===== src/hdl/assr_pkg.sv =====
package assr_pkg;

    // ==========================================================
    // Sample carrier and sizes
    // ==========================================================
    localparam int SAMPLE_BITS = 10;
    localparam int AXES = 3;
    localparam int FIFO_DEPTH = 16;
    localparam int LOW_PAD_BITS = 6;

    typedef struct packed {
        logic [1:0] axis;
        logic [SAMPLE_BITS-1:0] value;
    } assr_sample_t;

    // ==========================================================
    // Register offsets
    // ==========================================================
    localparam logic [7:0] ADDR_STATUS = 8'h00;
    localparam logic [7:0] ADDR_X_HIGH = 8'h01;
    localparam logic [7:0] ADDR_Z_LOW = 8'h06;
    localparam logic [7:0] ADDR_PRIMARY_CONTROL = 8'h2A;
    localparam logic [7:0] ADDR_RESET = 8'h00;

    // ==========================================================
    // Field positions and reset values
    // ==========================================================
    localparam int BIT_ACTIVE = 0;
    localparam int BIT_FAST_READ = 1;
    localparam int BIT_ALL_OVERWRITE = 7;
    localparam int BIT_OVERWRITE_BASE = 4;
    localparam int BIT_ALL_READY = 3;
    localparam int BIT_READY_BASE = 0;
    localparam logic [7:0] CONTROL_RESET = 8'h00;
    localparam logic [3:0] BITS_PER_BYTE = 4'h8;

    // ==========================================================
    // Serial slave states
    // ==========================================================
    typedef enum logic [8:0] {
        ST_IDLE = 9'h001,
        ST_DEV_ADDR = 9'h002,
        ST_DEV_ACK = 9'h004,
        ST_REG_ADDR = 9'h008,
        ST_REG_ACK = 9'h010,
        ST_WR_DATA = 9'h020,
        ST_WR_ACK = 9'h040,
        ST_RD_DATA = 9'h080,
        ST_RD_ACK = 9'h100
    } assr_state_t;

    // ==========================================================
    // Address helpers
    // ==========================================================
    // Burst step; fast mode skips the low bytes of the data range
    function automatic logic [7:0] next_addr(input logic [7:0] a, input logic fast);
        logic skip;
        skip = fast && (a == 8'h01 || a == 8'h03 || a == 8'h05);
        next_addr = skip ? a + 8'h02 : a + 8'h01;
    endfunction

    // True when the address lies in the sample data range
    function automatic logic in_data(input logic [7:0] a);
        in_data = (a >= ADDR_X_HIGH) && (a <= ADDR_Z_LOW);
    endfunction

endpackage


===== src/hdl/assr_fifo.sv =====
`timescale 1ns/1ps
`default_nettype none
module assr_fifo #(
    parameter int WIDTH = 12,
    parameter int DEPTH = 16
) (
    // Clock and reset
    input wire logic core_clk,
    input wire logic rstn,
    // Fill side
    input wire logic in_valid,
    output logic in_ready,
    input wire logic [WIDTH-1:0] in_data,
    // Drain side
    output logic out_valid,
    input wire logic out_ready,
    output logic [WIDTH-1:0] out_data
);
    localparam int AW = $clog2(DEPTH);

    logic [WIDTH-1:0] mem [DEPTH];
    logic [AW-1:0] wr_ptr;
    logic [AW-1:0] rd_ptr;
    logic [AW:0] count;
    logic push;
    logic pop;

    // Handshakes
    assign push = in_valid && in_ready;
    assign pop = out_valid && out_ready;
    assign out_valid = (count != '0);
    assign out_data = mem[rd_ptr];

    // Storage
    always_ff @(posedge core_clk) begin
        if (push) begin
            mem[wr_ptr] <= in_data;
        end
    end

    // Pointers, fill level and registered ready
    always_ff @(posedge core_clk or negedge rstn) begin
        if (!rstn) begin
            wr_ptr <= '0;
            rd_ptr <= '0;
            count <= '0;
            in_ready <= 1'b0;
        end else begin
            if (push) begin
                wr_ptr <= wr_ptr + 1'b1;
            end
            if (pop) begin
                rd_ptr <= rd_ptr + 1'b1;
            end
            if (push && !pop) begin
                count <= count + 1'b1;
                in_ready <= (count + 1'b1) != (AW+1)'(DEPTH);
            end else if (pop && !push) begin
                count <= count - 1'b1;
                in_ready <= 1'b1;
            end else begin
                in_ready <= count != (AW+1)'(DEPTH);
            end
        end
    end
endmodule // assr_fifo
`default_nettype wire


===== src/hdl/assr_regs.sv =====
// Summary of operation
// - Axis ready flag sets on a new sample, clears on its high byte read.
// - Axis overwrite flag sets on a sample over an unread one, clears on its high read.
// - Combined ready flag, status bit 3, sets on any new sample.
// - Combined ready flag clears once all three high bytes are read, and on entry to active mode.
// - Combined overwrite flag, status bit 7, sets on any overwrite.
// - Combined overwrite flag clears once all three high bytes are read since it set.
// - All eight flags reset to zero; the status byte is read-only.
// - Samples are 10-bit two's complement: high byte bits 9..2, low byte bits 1..0 then zeros.
// - Samples sit at 0x01..0x06, so a burst from status takes seven bytes.
// - With fast read (0x2A bit 1) the burst skips low bytes, four bytes in all.
// - A low byte reads back only right after its own high byte.
// - A high byte and the low byte after it come from one sample.
// - The address steps only inside a burst read.
// - The held address returns to zero on a bus STOP.
// - Samples and flags are kept only in active mode.
`timescale 1ns/1ps
`default_nettype none
module assr_regs #(
    parameter logic [6:0] DEV_ADDR = 7'h2C // Arbitrary bus address
) (
    // Clock and reset
    input wire logic core_clk,
    input wire logic rstn,
    // Serial bus pins
    input wire logic scl_in,
    input wire logic sda_in,
    output logic sda_out,
    output logic sda_oe,
    // Sample strobes from the conversion path
    input wire logic sample_valid,
    input wire assr_pkg::assr_sample_t sample_in,
    output logic sample_ready,
    // Mode
    output logic active_mode
);
    // ==========================================================
    // Declarations
    // ==========================================================
    localparam int SW = $bits(assr_pkg::assr_sample_t);

    logic scl_s1, scl_s2, scl_s3;
    logic sda_s1, sda_s2, sda_s3;
    logic scl_rise, scl_fall, start_seen, stop_seen;
    assr_pkg::assr_state_t state;
    logic [3:0] bit_cnt;
    logic [7:0] shift_in, tx_shift, ptr, control, low_snap, rd_addr, load_addr, load_byte;
    logic rw_bit, host_ack, bus_busy, snap_valid, rd_strobe, active_q, load_now;
    logic [1:0] snap_axis;
    logic [assr_pkg::SAMPLE_BITS-1:0] sample [assr_pkg::AXES];
    logic [2:0] ready_flag, overwrite_flag, seen_ready, seen_overwrite;
    logic [2:0] new_hit, ow_hit, high_hit;
    logic all_ready_flag, all_overwrite_flag, fifo_valid, fifo_ready;
    logic [SW-1:0] fifo_data;
    assr_pkg::assr_sample_t drained;

    // ==========================================================
    // Sample buffering
    // ==========================================================
    // Queue stalls during bus transfers
    assign fifo_ready = !bus_busy;
    assign drained = assr_pkg::assr_sample_t'(fifo_data);

    assr_fifo #(
        .WIDTH(SW),
        .DEPTH(assr_pkg::FIFO_DEPTH)
    ) u_fifo (
        .core_clk(core_clk),
        .rstn(rstn),
        .in_valid(sample_valid),
        .in_ready(sample_ready),
        .in_data(sample_in),
        .out_valid(fifo_valid),
        .out_ready(fifo_ready),
        .out_data(fifo_data)
    );

    // ==========================================================
    // Pin synchronisers and bus events
    // ==========================================================
    // Two stages before use, third for edge finding
    always_ff @(posedge core_clk or negedge rstn) begin
        if (!rstn) begin
            {scl_s1, scl_s2, scl_s3, sda_s1, sda_s2, sda_s3} <= 6'h3f;
        end else begin
            {scl_s3, scl_s2, scl_s1} <= {scl_s2, scl_s1, scl_in};
            {sda_s3, sda_s2, sda_s1} <= {sda_s2, sda_s1, sda_in};
        end
    end

    // Edges and start/stop conditions
    assign scl_rise = scl_s2 && !scl_s3;
    assign scl_fall = !scl_s2 && scl_s3;
    assign start_seen = scl_s2 && scl_s3 && !sda_s2 && sda_s3;
    assign stop_seen = scl_s2 && scl_s3 && sda_s2 && !sda_s3;

    // ==========================================================
    // Read data selection
    // ==========================================================
    // Address of the byte about to be shifted out
    always_comb begin
        load_now = 1'b0;
        load_addr = ptr;
        if (scl_fall && state == assr_pkg::ST_DEV_ACK && rw_bit) begin
            load_now = 1'b1;
        end else if (scl_fall && state == assr_pkg::ST_RD_ACK && host_ack) begin
            load_now = 1'b1;
            load_addr = assr_pkg::next_addr(ptr, control[assr_pkg::BIT_FAST_READ]);
        end
    end

    // Byte presented for the selected address
    always_comb begin
        load_byte = 8'h00;
        if (load_addr == assr_pkg::ADDR_STATUS) begin
            load_byte = {all_overwrite_flag, overwrite_flag, all_ready_flag, ready_flag};
        end else if (load_addr == assr_pkg::ADDR_PRIMARY_CONTROL) begin
            load_byte = control;
        end else if (assr_pkg::in_data(load_addr)) begin
            if (load_addr[0]) begin
                // High bytes at odd offsets
                load_byte = sample[2'((load_addr - 8'h01) >> 1)][9:2];
            end else if (snap_valid && snap_axis == 2'((load_addr - 8'h02) >> 1)) begin
                load_byte = low_snap;
            end
        end
    end

    // ==========================================================
    // Serial slave
    // ==========================================================
    // Byte engine
    always_ff @(posedge core_clk or negedge rstn) begin
        if (!rstn) begin
            state <= assr_pkg::ST_IDLE;
            bit_cnt <= 4'h0;
            shift_in <= 8'h00;
            tx_shift <= 8'h00;
            ptr <= assr_pkg::ADDR_RESET;
            rw_bit <= 1'b0;
            host_ack <= 1'b0;
            sda_oe <= 1'b0;
            control <= assr_pkg::CONTROL_RESET;
        end else if (stop_seen) begin
            state <= assr_pkg::ST_IDLE;
            ptr <= assr_pkg::ADDR_RESET;
            sda_oe <= 1'b0;
        end else if (start_seen) begin
            state <= assr_pkg::ST_DEV_ADDR;
            bit_cnt <= 4'h0;
            sda_oe <= 1'b0;
        end else if (scl_rise) begin
            case (state)
                assr_pkg::ST_DEV_ADDR, assr_pkg::ST_REG_ADDR, assr_pkg::ST_WR_DATA: begin
                    shift_in <= {shift_in[6:0], sda_s2};
                    bit_cnt <= bit_cnt + 4'h1;
                end
                assr_pkg::ST_RD_ACK: begin
                    host_ack <= !sda_s2;
                end
                default: begin
                end
            endcase
        end else if (scl_fall) begin
            case (state)
                assr_pkg::ST_DEV_ADDR: begin
                    if (bit_cnt == assr_pkg::BITS_PER_BYTE) begin
                        if (shift_in[7:1] == DEV_ADDR) begin
                            state <= assr_pkg::ST_DEV_ACK;
                            rw_bit <= shift_in[0];
                            sda_oe <= 1'b1;
                        end else begin
                            state <= assr_pkg::ST_IDLE;
                        end
                    end
                end
                assr_pkg::ST_DEV_ACK: begin
                    bit_cnt <= 4'h0;
                    if (rw_bit) begin
                        state <= assr_pkg::ST_RD_DATA;
                        tx_shift <= {load_byte[6:0], 1'b0};
                        sda_oe <= !load_byte[7];
                        bit_cnt <= 4'h1;
                    end else begin
                        state <= assr_pkg::ST_REG_ADDR;
                        sda_oe <= 1'b0;
                    end
                end
                assr_pkg::ST_REG_ADDR: begin
                    if (bit_cnt == assr_pkg::BITS_PER_BYTE) begin
                        state <= assr_pkg::ST_REG_ACK;
                        ptr <= shift_in;
                        sda_oe <= 1'b1;
                    end
                end
                assr_pkg::ST_REG_ACK, assr_pkg::ST_WR_ACK: begin
                    state <= assr_pkg::ST_WR_DATA;
                    bit_cnt <= 4'h0;
                    sda_oe <= 1'b0;
                end
                assr_pkg::ST_WR_DATA: begin
                    if (bit_cnt == assr_pkg::BITS_PER_BYTE) begin
                        state <= assr_pkg::ST_WR_ACK;
                        sda_oe <= 1'b1;
                        if (ptr == assr_pkg::ADDR_PRIMARY_CONTROL) begin
                            control <= shift_in;
                        end
                    end
                end
                assr_pkg::ST_RD_DATA: begin
                    if (bit_cnt == assr_pkg::BITS_PER_BYTE) begin
                        state <= assr_pkg::ST_RD_ACK;
                        sda_oe <= 1'b0;
                    end else begin
                        sda_oe <= !tx_shift[7];
                        tx_shift <= {tx_shift[6:0], 1'b0};
                        bit_cnt <= bit_cnt + 4'h1;
                    end
                end
                assr_pkg::ST_RD_ACK: begin
                    if (host_ack) begin
                        state <= assr_pkg::ST_RD_DATA;
                        ptr <= load_addr;
                        tx_shift <= {load_byte[6:0], 1'b0};
                        sda_oe <= !load_byte[7];
                        bit_cnt <= 4'h1;
                    end else begin
                        state <= assr_pkg::ST_IDLE;
                    end
                end
                default: begin
                    state <= assr_pkg::ST_IDLE;
                end
            endcase
        end
    end

    // Open drain: only ever pulls low
    always_ff @(posedge core_clk or negedge rstn) begin
        if (!rstn) begin
            sda_out <= 1'b0;
        end else begin
            sda_out <= 1'b0;
        end
    end

    // Bus busy between start and stop
    always_ff @(posedge core_clk or negedge rstn) begin
        if (!rstn) begin
            bus_busy <= 1'b0;
        end else if (stop_seen) begin
            bus_busy <= 1'b0;
        end else if (start_seen) begin
            bus_busy <= 1'b1;
        end
    end

    // Read access record and low byte snapshot
    always_ff @(posedge core_clk or negedge rstn) begin
        if (!rstn) begin
            rd_strobe <= 1'b0;
            rd_addr <= 8'h00;
            low_snap <= 8'h00;
            snap_axis <= 2'h0;
            snap_valid <= 1'b0;
        end else begin
            rd_strobe <= load_now;
            if (load_now) begin
                rd_addr <= load_addr;
                // Low byte only readable right after its high byte
                snap_valid <= assr_pkg::in_data(load_addr) && load_addr[0];
                snap_axis <= 2'((load_addr - 8'h01) >> 1);
                low_snap <= {sample[2'((load_addr - 8'h01) >> 1)][1:0],
                             {assr_pkg::LOW_PAD_BITS{1'b0}}};
            end else if (stop_seen) begin
                snap_valid <= 1'b0;
            end
        end
    end

    // ==========================================================
    // Sample registers and flags
    // ==========================================================
    // Per-axis events for this cycle
    always_comb begin
        new_hit = 3'h0;
        ow_hit = 3'h0;
        high_hit = 3'h0;
        for (int a = 0; a < assr_pkg::AXES; a++) begin
            new_hit[a] = fifo_valid && fifo_ready && active_mode
                         && drained.axis == 2'(a);
            ow_hit[a] = new_hit[a] && ready_flag[a];
            high_hit[a] = rd_strobe && rd_addr == 8'(2 * a + 1);
        end
    end

    // Mode follows the control register
    always_ff @(posedge core_clk or negedge rstn) begin
        if (!rstn) begin
            {active_q, active_mode} <= 2'h0;
        end else begin
            {active_q, active_mode} <= {active_mode, control[assr_pkg::BIT_ACTIVE]};
        end
    end

    // Output samples
    always_ff @(posedge core_clk or negedge rstn) begin
        if (!rstn) begin
            sample <= '{default: '0};
        end else begin
            for (int a = 0; a < assr_pkg::AXES; a++) begin
                if (new_hit[a]) begin
                    sample[a] <= drained.value;
                end
            end
        end
    end

    // Per-axis flags, set beats clear
    always_ff @(posedge core_clk or negedge rstn) begin
        if (!rstn) begin
            ready_flag <= 3'h0;
            overwrite_flag <= 3'h0;
        end else if (active_mode && !active_q) begin
            ready_flag <= 3'h0;
            overwrite_flag <= 3'h0;
        end else begin
            ready_flag <= new_hit | (ready_flag & ~high_hit);
            overwrite_flag <= ow_hit | (overwrite_flag & ~high_hit);
        end
    end

    // Combined flags, cleared once all high bytes are read
    always_ff @(posedge core_clk or negedge rstn) begin
        if (!rstn) begin
            all_ready_flag <= 1'b0;
            all_overwrite_flag <= 1'b0;
            seen_ready <= 3'h0;
            seen_overwrite <= 3'h0;
        end else if (active_mode && !active_q) begin
            all_ready_flag <= 1'b0;
            all_overwrite_flag <= 1'b0;
            seen_ready <= 3'h0;
            seen_overwrite <= 3'h0;
        end else begin
            if (|new_hit) begin
                all_ready_flag <= 1'b1;
            end else if (&(seen_ready | high_hit)) begin
                all_ready_flag <= 1'b0;
            end
            seen_ready <= (&(seen_ready | high_hit)) ? 3'h0 : (seen_ready | high_hit);
            if (|ow_hit) begin
                all_overwrite_flag <= 1'b1;
                seen_overwrite <= 3'h0;
            end else if (&(seen_overwrite | high_hit)) begin
                all_overwrite_flag <= 1'b0;
                seen_overwrite <= 3'h0;
            end else begin
                seen_overwrite <= seen_overwrite | high_hit;
            end
        end
    end
endmodule // assr_regs
`default_nettype wire


===== config.mk =====
export PLATFORM = sky130hd
export DESIGN_NAME = assr_regs
export DESIGN_NICKNAME = d
export VERILOG_FILES = /design/src/hdl/assr_pkg.sv /design/src/hdl/assr_fifo.sv /design/src/hdl/assr_regs.sv
export SDC_FILE = /design/constraint.sdc
export NUM_CORES = 1
export LEC_CHECK = 0
export BUFFER_PORTS_ARGS = -buffer_cell sky130_fd_sc_hd__buf_4
export CAP_MARGIN = 0
export CORE_UTILIZATION = 40
export DETAILED_ROUTE_END_ITERATION = 10
export HOLD_SLACK_MARGIN = 0.15
export PLACE_DENSITY = 0.62
export SLEW_MARGIN = 20
export SYNTH_ARGS = -nofsm -noshare
export SYNTH_HDL_FRONTEND = slang
export SYNTH_SLANG_ARGS = --single-unit

===== constraint.sdc =====
create_clock -name core_clk -period 2.95 [get_ports core_clk]
set_input_delay 0.4425 -clock core_clk [delete_from_list [all_inputs] [get_ports core_clk]]
set_output_delay 0.4425 -clock core_clk [all_outputs]
set_load 0.01 [all_outputs]

==> flow_summary.json <==
{
  "synth_top_cell_by_area": "edfxtp_1",
  "synth_cell_types": 84,
  "layout.cells.non_filler": 1576,
  "utilization": 0.4852,
  "rows": 68,
  "crit_arrival_ns": 3.36,
  "status": "complete, no violations",
  "port_buffers": 19,
  "numCtsBuffers": 36,
  "synth_ff_type": "edfxtp_1",
  "cts_root_buf": "clkbuf_16",
  "drc": 0,
  "hold_path.class": "primary input to flip-flop",
  "clk_pin_slew_ns": 0.06,
  "gr-usage-all-layers": 0.1801,
  "drive_gt1_frac": 0.2973,
  "power.total_uw": 12630,
  "tightestPinTransition_ns": 0.8093,
  "mostFrequentLayoutCells": "192 x edfxtp_1, 118 x dfrtp_1, 109 x buf_4, 70 x nand2_1, 58 x mux4_2",
  "coreArea_um2": 34710,
  "synthMuxAreaShare": 0.1396,
  "grt_max_degree": 79,
  "antenna_found_initial": 0,
  "synthCells": 984,
  "gp_congestion": 0.8642,
  "drt_iter0_markers": 606,
  "p_per_area_nw_per_um2": 750.0,
  "clock_insertion_delay_worst_skew_ns": 0.54,
  "rsz0062_at_grt": "true",
  "max_stage_delay_ns": 0.47,
  "worst-path-buf-inv": 1,
  "wl_per_cell_um": 19.75,
  "grt_pass1_vias": 8867,
  "cap_violations": 0,
  "synth-simple-area-share": 0.09899,
  "dp_hpwl_um": 20700,
  "cp-start-kind": "flip-flop",
  "die_area_um2": 36280,
  "fin_crit_ns": 2.898,
  "area_growth_pct": 18.54,
  "syn_area_per_cell_um2": 14.44,
  "htreeDepth": 2,
  "timing.fmax_ghz": 0.3451,
  "cp-end-kind": "flip-flop",
  "synth_compound_area_frac": 0.07257,
  "grt_overflow": 0,
  "layout_commonest_cell": "edfxtp_1",
  "synth-warning-count": 0,
  "die_h_um": 190.5,
  "finClkSkew_ns": 0.01946,
  "synthTopCellsByArea": "edfxtp_1 41%, dfrtp_1 21%, mux4_2 9.2%",
  "grt_pass1_wl_um": 50140,
  "setup.worst_path.class": "flip-flop to flip-flop",
  "dr.pass1.iters": 5,
  "n_fill_cell": 3014,
  "crit_family": "simple AND/OR/NAND/NOR gates",
  "cp_max_fo": 5,
  "synth_top_area_share": 0.4058,
  "timing.slew.headroom": 0.4593,
  "hold_viol": 0,
  "clock_sinks": 320,
  "dp_slack_ns": 0.02797,
  "yosys.area_share.xor_xnor": 0.01347,
  "period_share": 0.9824,
  "synthAdderAreaFrac": 0.02114,
  "synth_top_family_by_area": "multiplexers",
  "synth_edf_count": 192,
  "setup_tns_ns": 0,
  "cp.required_ns": 3.42,
  "vias": 8521,
  "setup_ws_ns": 0.05192,
  "ys_seq_area_frac": 0.6319,
  "yosys_register_bits": 320,
  "nets": 1133,
  "antenna_left": 0,
  "viasPerCell": 5.407,
  "synth_nets": 1025,
  "dp_cells": 1497,
  "ir_worst_vdd_mv": 0.6162,
  "ios": 21,
  "path_cells": "ha_1 > or4bb_4 > nor4_4 > xor2_1 > o211ai_2 > nand4_1 > or2_1 > buf_4 > o221a_1 > o21ai_1",
  "finalSetupViolations": 0,
  "maxSlewViolCount": 0,
  "wl_um": 31130,
  "ys_async_sr_fraction": 0.4000,
  "start_util": 0.4093,
  "die_w_um": 190.5,
  "syn_area_um2": 14210,
  "clk_path_buf_depth": 3,
  "slowest_stage": "or4bb_4",
  "leakage_uw": 0.006426,
  "cts_tree": "built"
}
timing repair:
item / in CTS / in global routing
hold buffers: 3 / 0
cloned: 0 / 0
hold endpoints to repair: 71 / 0
endpoints found under the setup margin: 2 / 12
buffers inserted: 1 / 8
resized for setup: 0 / 14
pin swaps: 1 / 16
final timing paths:
| check | from | to | slack (ns) | cells past startpoint |
|---|---|---|---|---|
| min in group asynchronous | rstn | ptr[6] | 0.54 | 2 |
| max reg2reg | ptr[1] | tx_shift[6] | 0.05 | 10 |
| max | ptr[1] | tx_shift[6] | 0.05 | 10 |
| min | sample_in[4] | u_fifo.mem[7][4] | 0.19 | 1 |
| max in group asynchronous | rstn | sample[28] | 1.68 | 3 |
| min reg2reg | sda_s1 | sda_s2 | 0.35 | 0 |
synth_stat cells, drive strengths merged, types with 8 or more instances:
| library cell | n |
|---|---|
| a21oi | 30 |
| a31oi | 19 |
| o21ai | 64 |
| inv | 33 |
| ha | 24 |
| o31ai | 9 |
| nand2 | 70 |
| clkbuf | 29 |
| mux2 | 53 |
| xor2 | 10 |
| nor3 | 14 |
| nand3 | 27 |
| or2 | 8 |
| mux2i | 8 |
| xnor2 | 11 |
| nor2b | 13 |
| nor3b | 10 |
| nor2 | 51 |
| edfxtp | 192 |
| mux4 | 58 |
| dfrtp | 121 |
| buf | 16 |
| nand4 | 15 |
power by group:
part           switching [µW]  internal, µW  total [µW]
clock network            1850          2650        4500
logic                    1370          1300        2680
registers                 291          5170        5460
state kept, by name, summed over array words and instances (netlist names), 5 cells and up:
register      flops
u_fifo.mem      192
sample           30
state             9
control           8
ptr               8
rd_addr           8
shift_in          8
tx_shift          7
u_fifo.count      5
layer usage:
metal | GRT usage | wire length (µm) | part of all wire
met3 | 0.03073 | 1273 | 0.041
met5 | 0 | 0 | 0
met4 | 0.05600 | 757 | 0.024
met1 | 0.2325 | 13570 | 0.44
met2 | 0.3087 | 15530 | 0.50
per-stage QoR:
step / area, µm² / hold WS (ns)
2_1_floorplan: 14260 / 0.1469
3_3_place_gp: 15470 / 0.3497
3_5_place_dp: 15470 / 0.3475
4_1_cts: 16720 / 0.1662
5_1_grt: 16840 / 0.1883
6_report: 16840 / 0.1945
kinds of logic (layout without fill, tap and decap cells):
family          Yosys count  count (layout)
other cells               1               2
xor+xnor                 21              21
buf+inv                  79             215
compound gates          165             165
mux                     119             119
fa+ha+maj                24              24
flops                   320             320
simple gates            255             255
layout make-up:
type | count | area [µm²] | share of cell area
Antenna cell | 1 | 2.502 | 0.0001486
Clock buffer | 47 | 982.2 | 0.05832
Clock inverter | 19 | 232.7 | 0.01382
Inverter | 34 | 127.6 | 0.007578
Multi-Input combinational cell | 585 | 5044 | 0.2995
Sequential cell | 320 | 8984 | 0.5334
Tap cell | 455 | 569.3 | 0.03380
Timing Repair Buffer | 115 | 899.6 | 0.05342
Power figures use the tool's default switching activity.
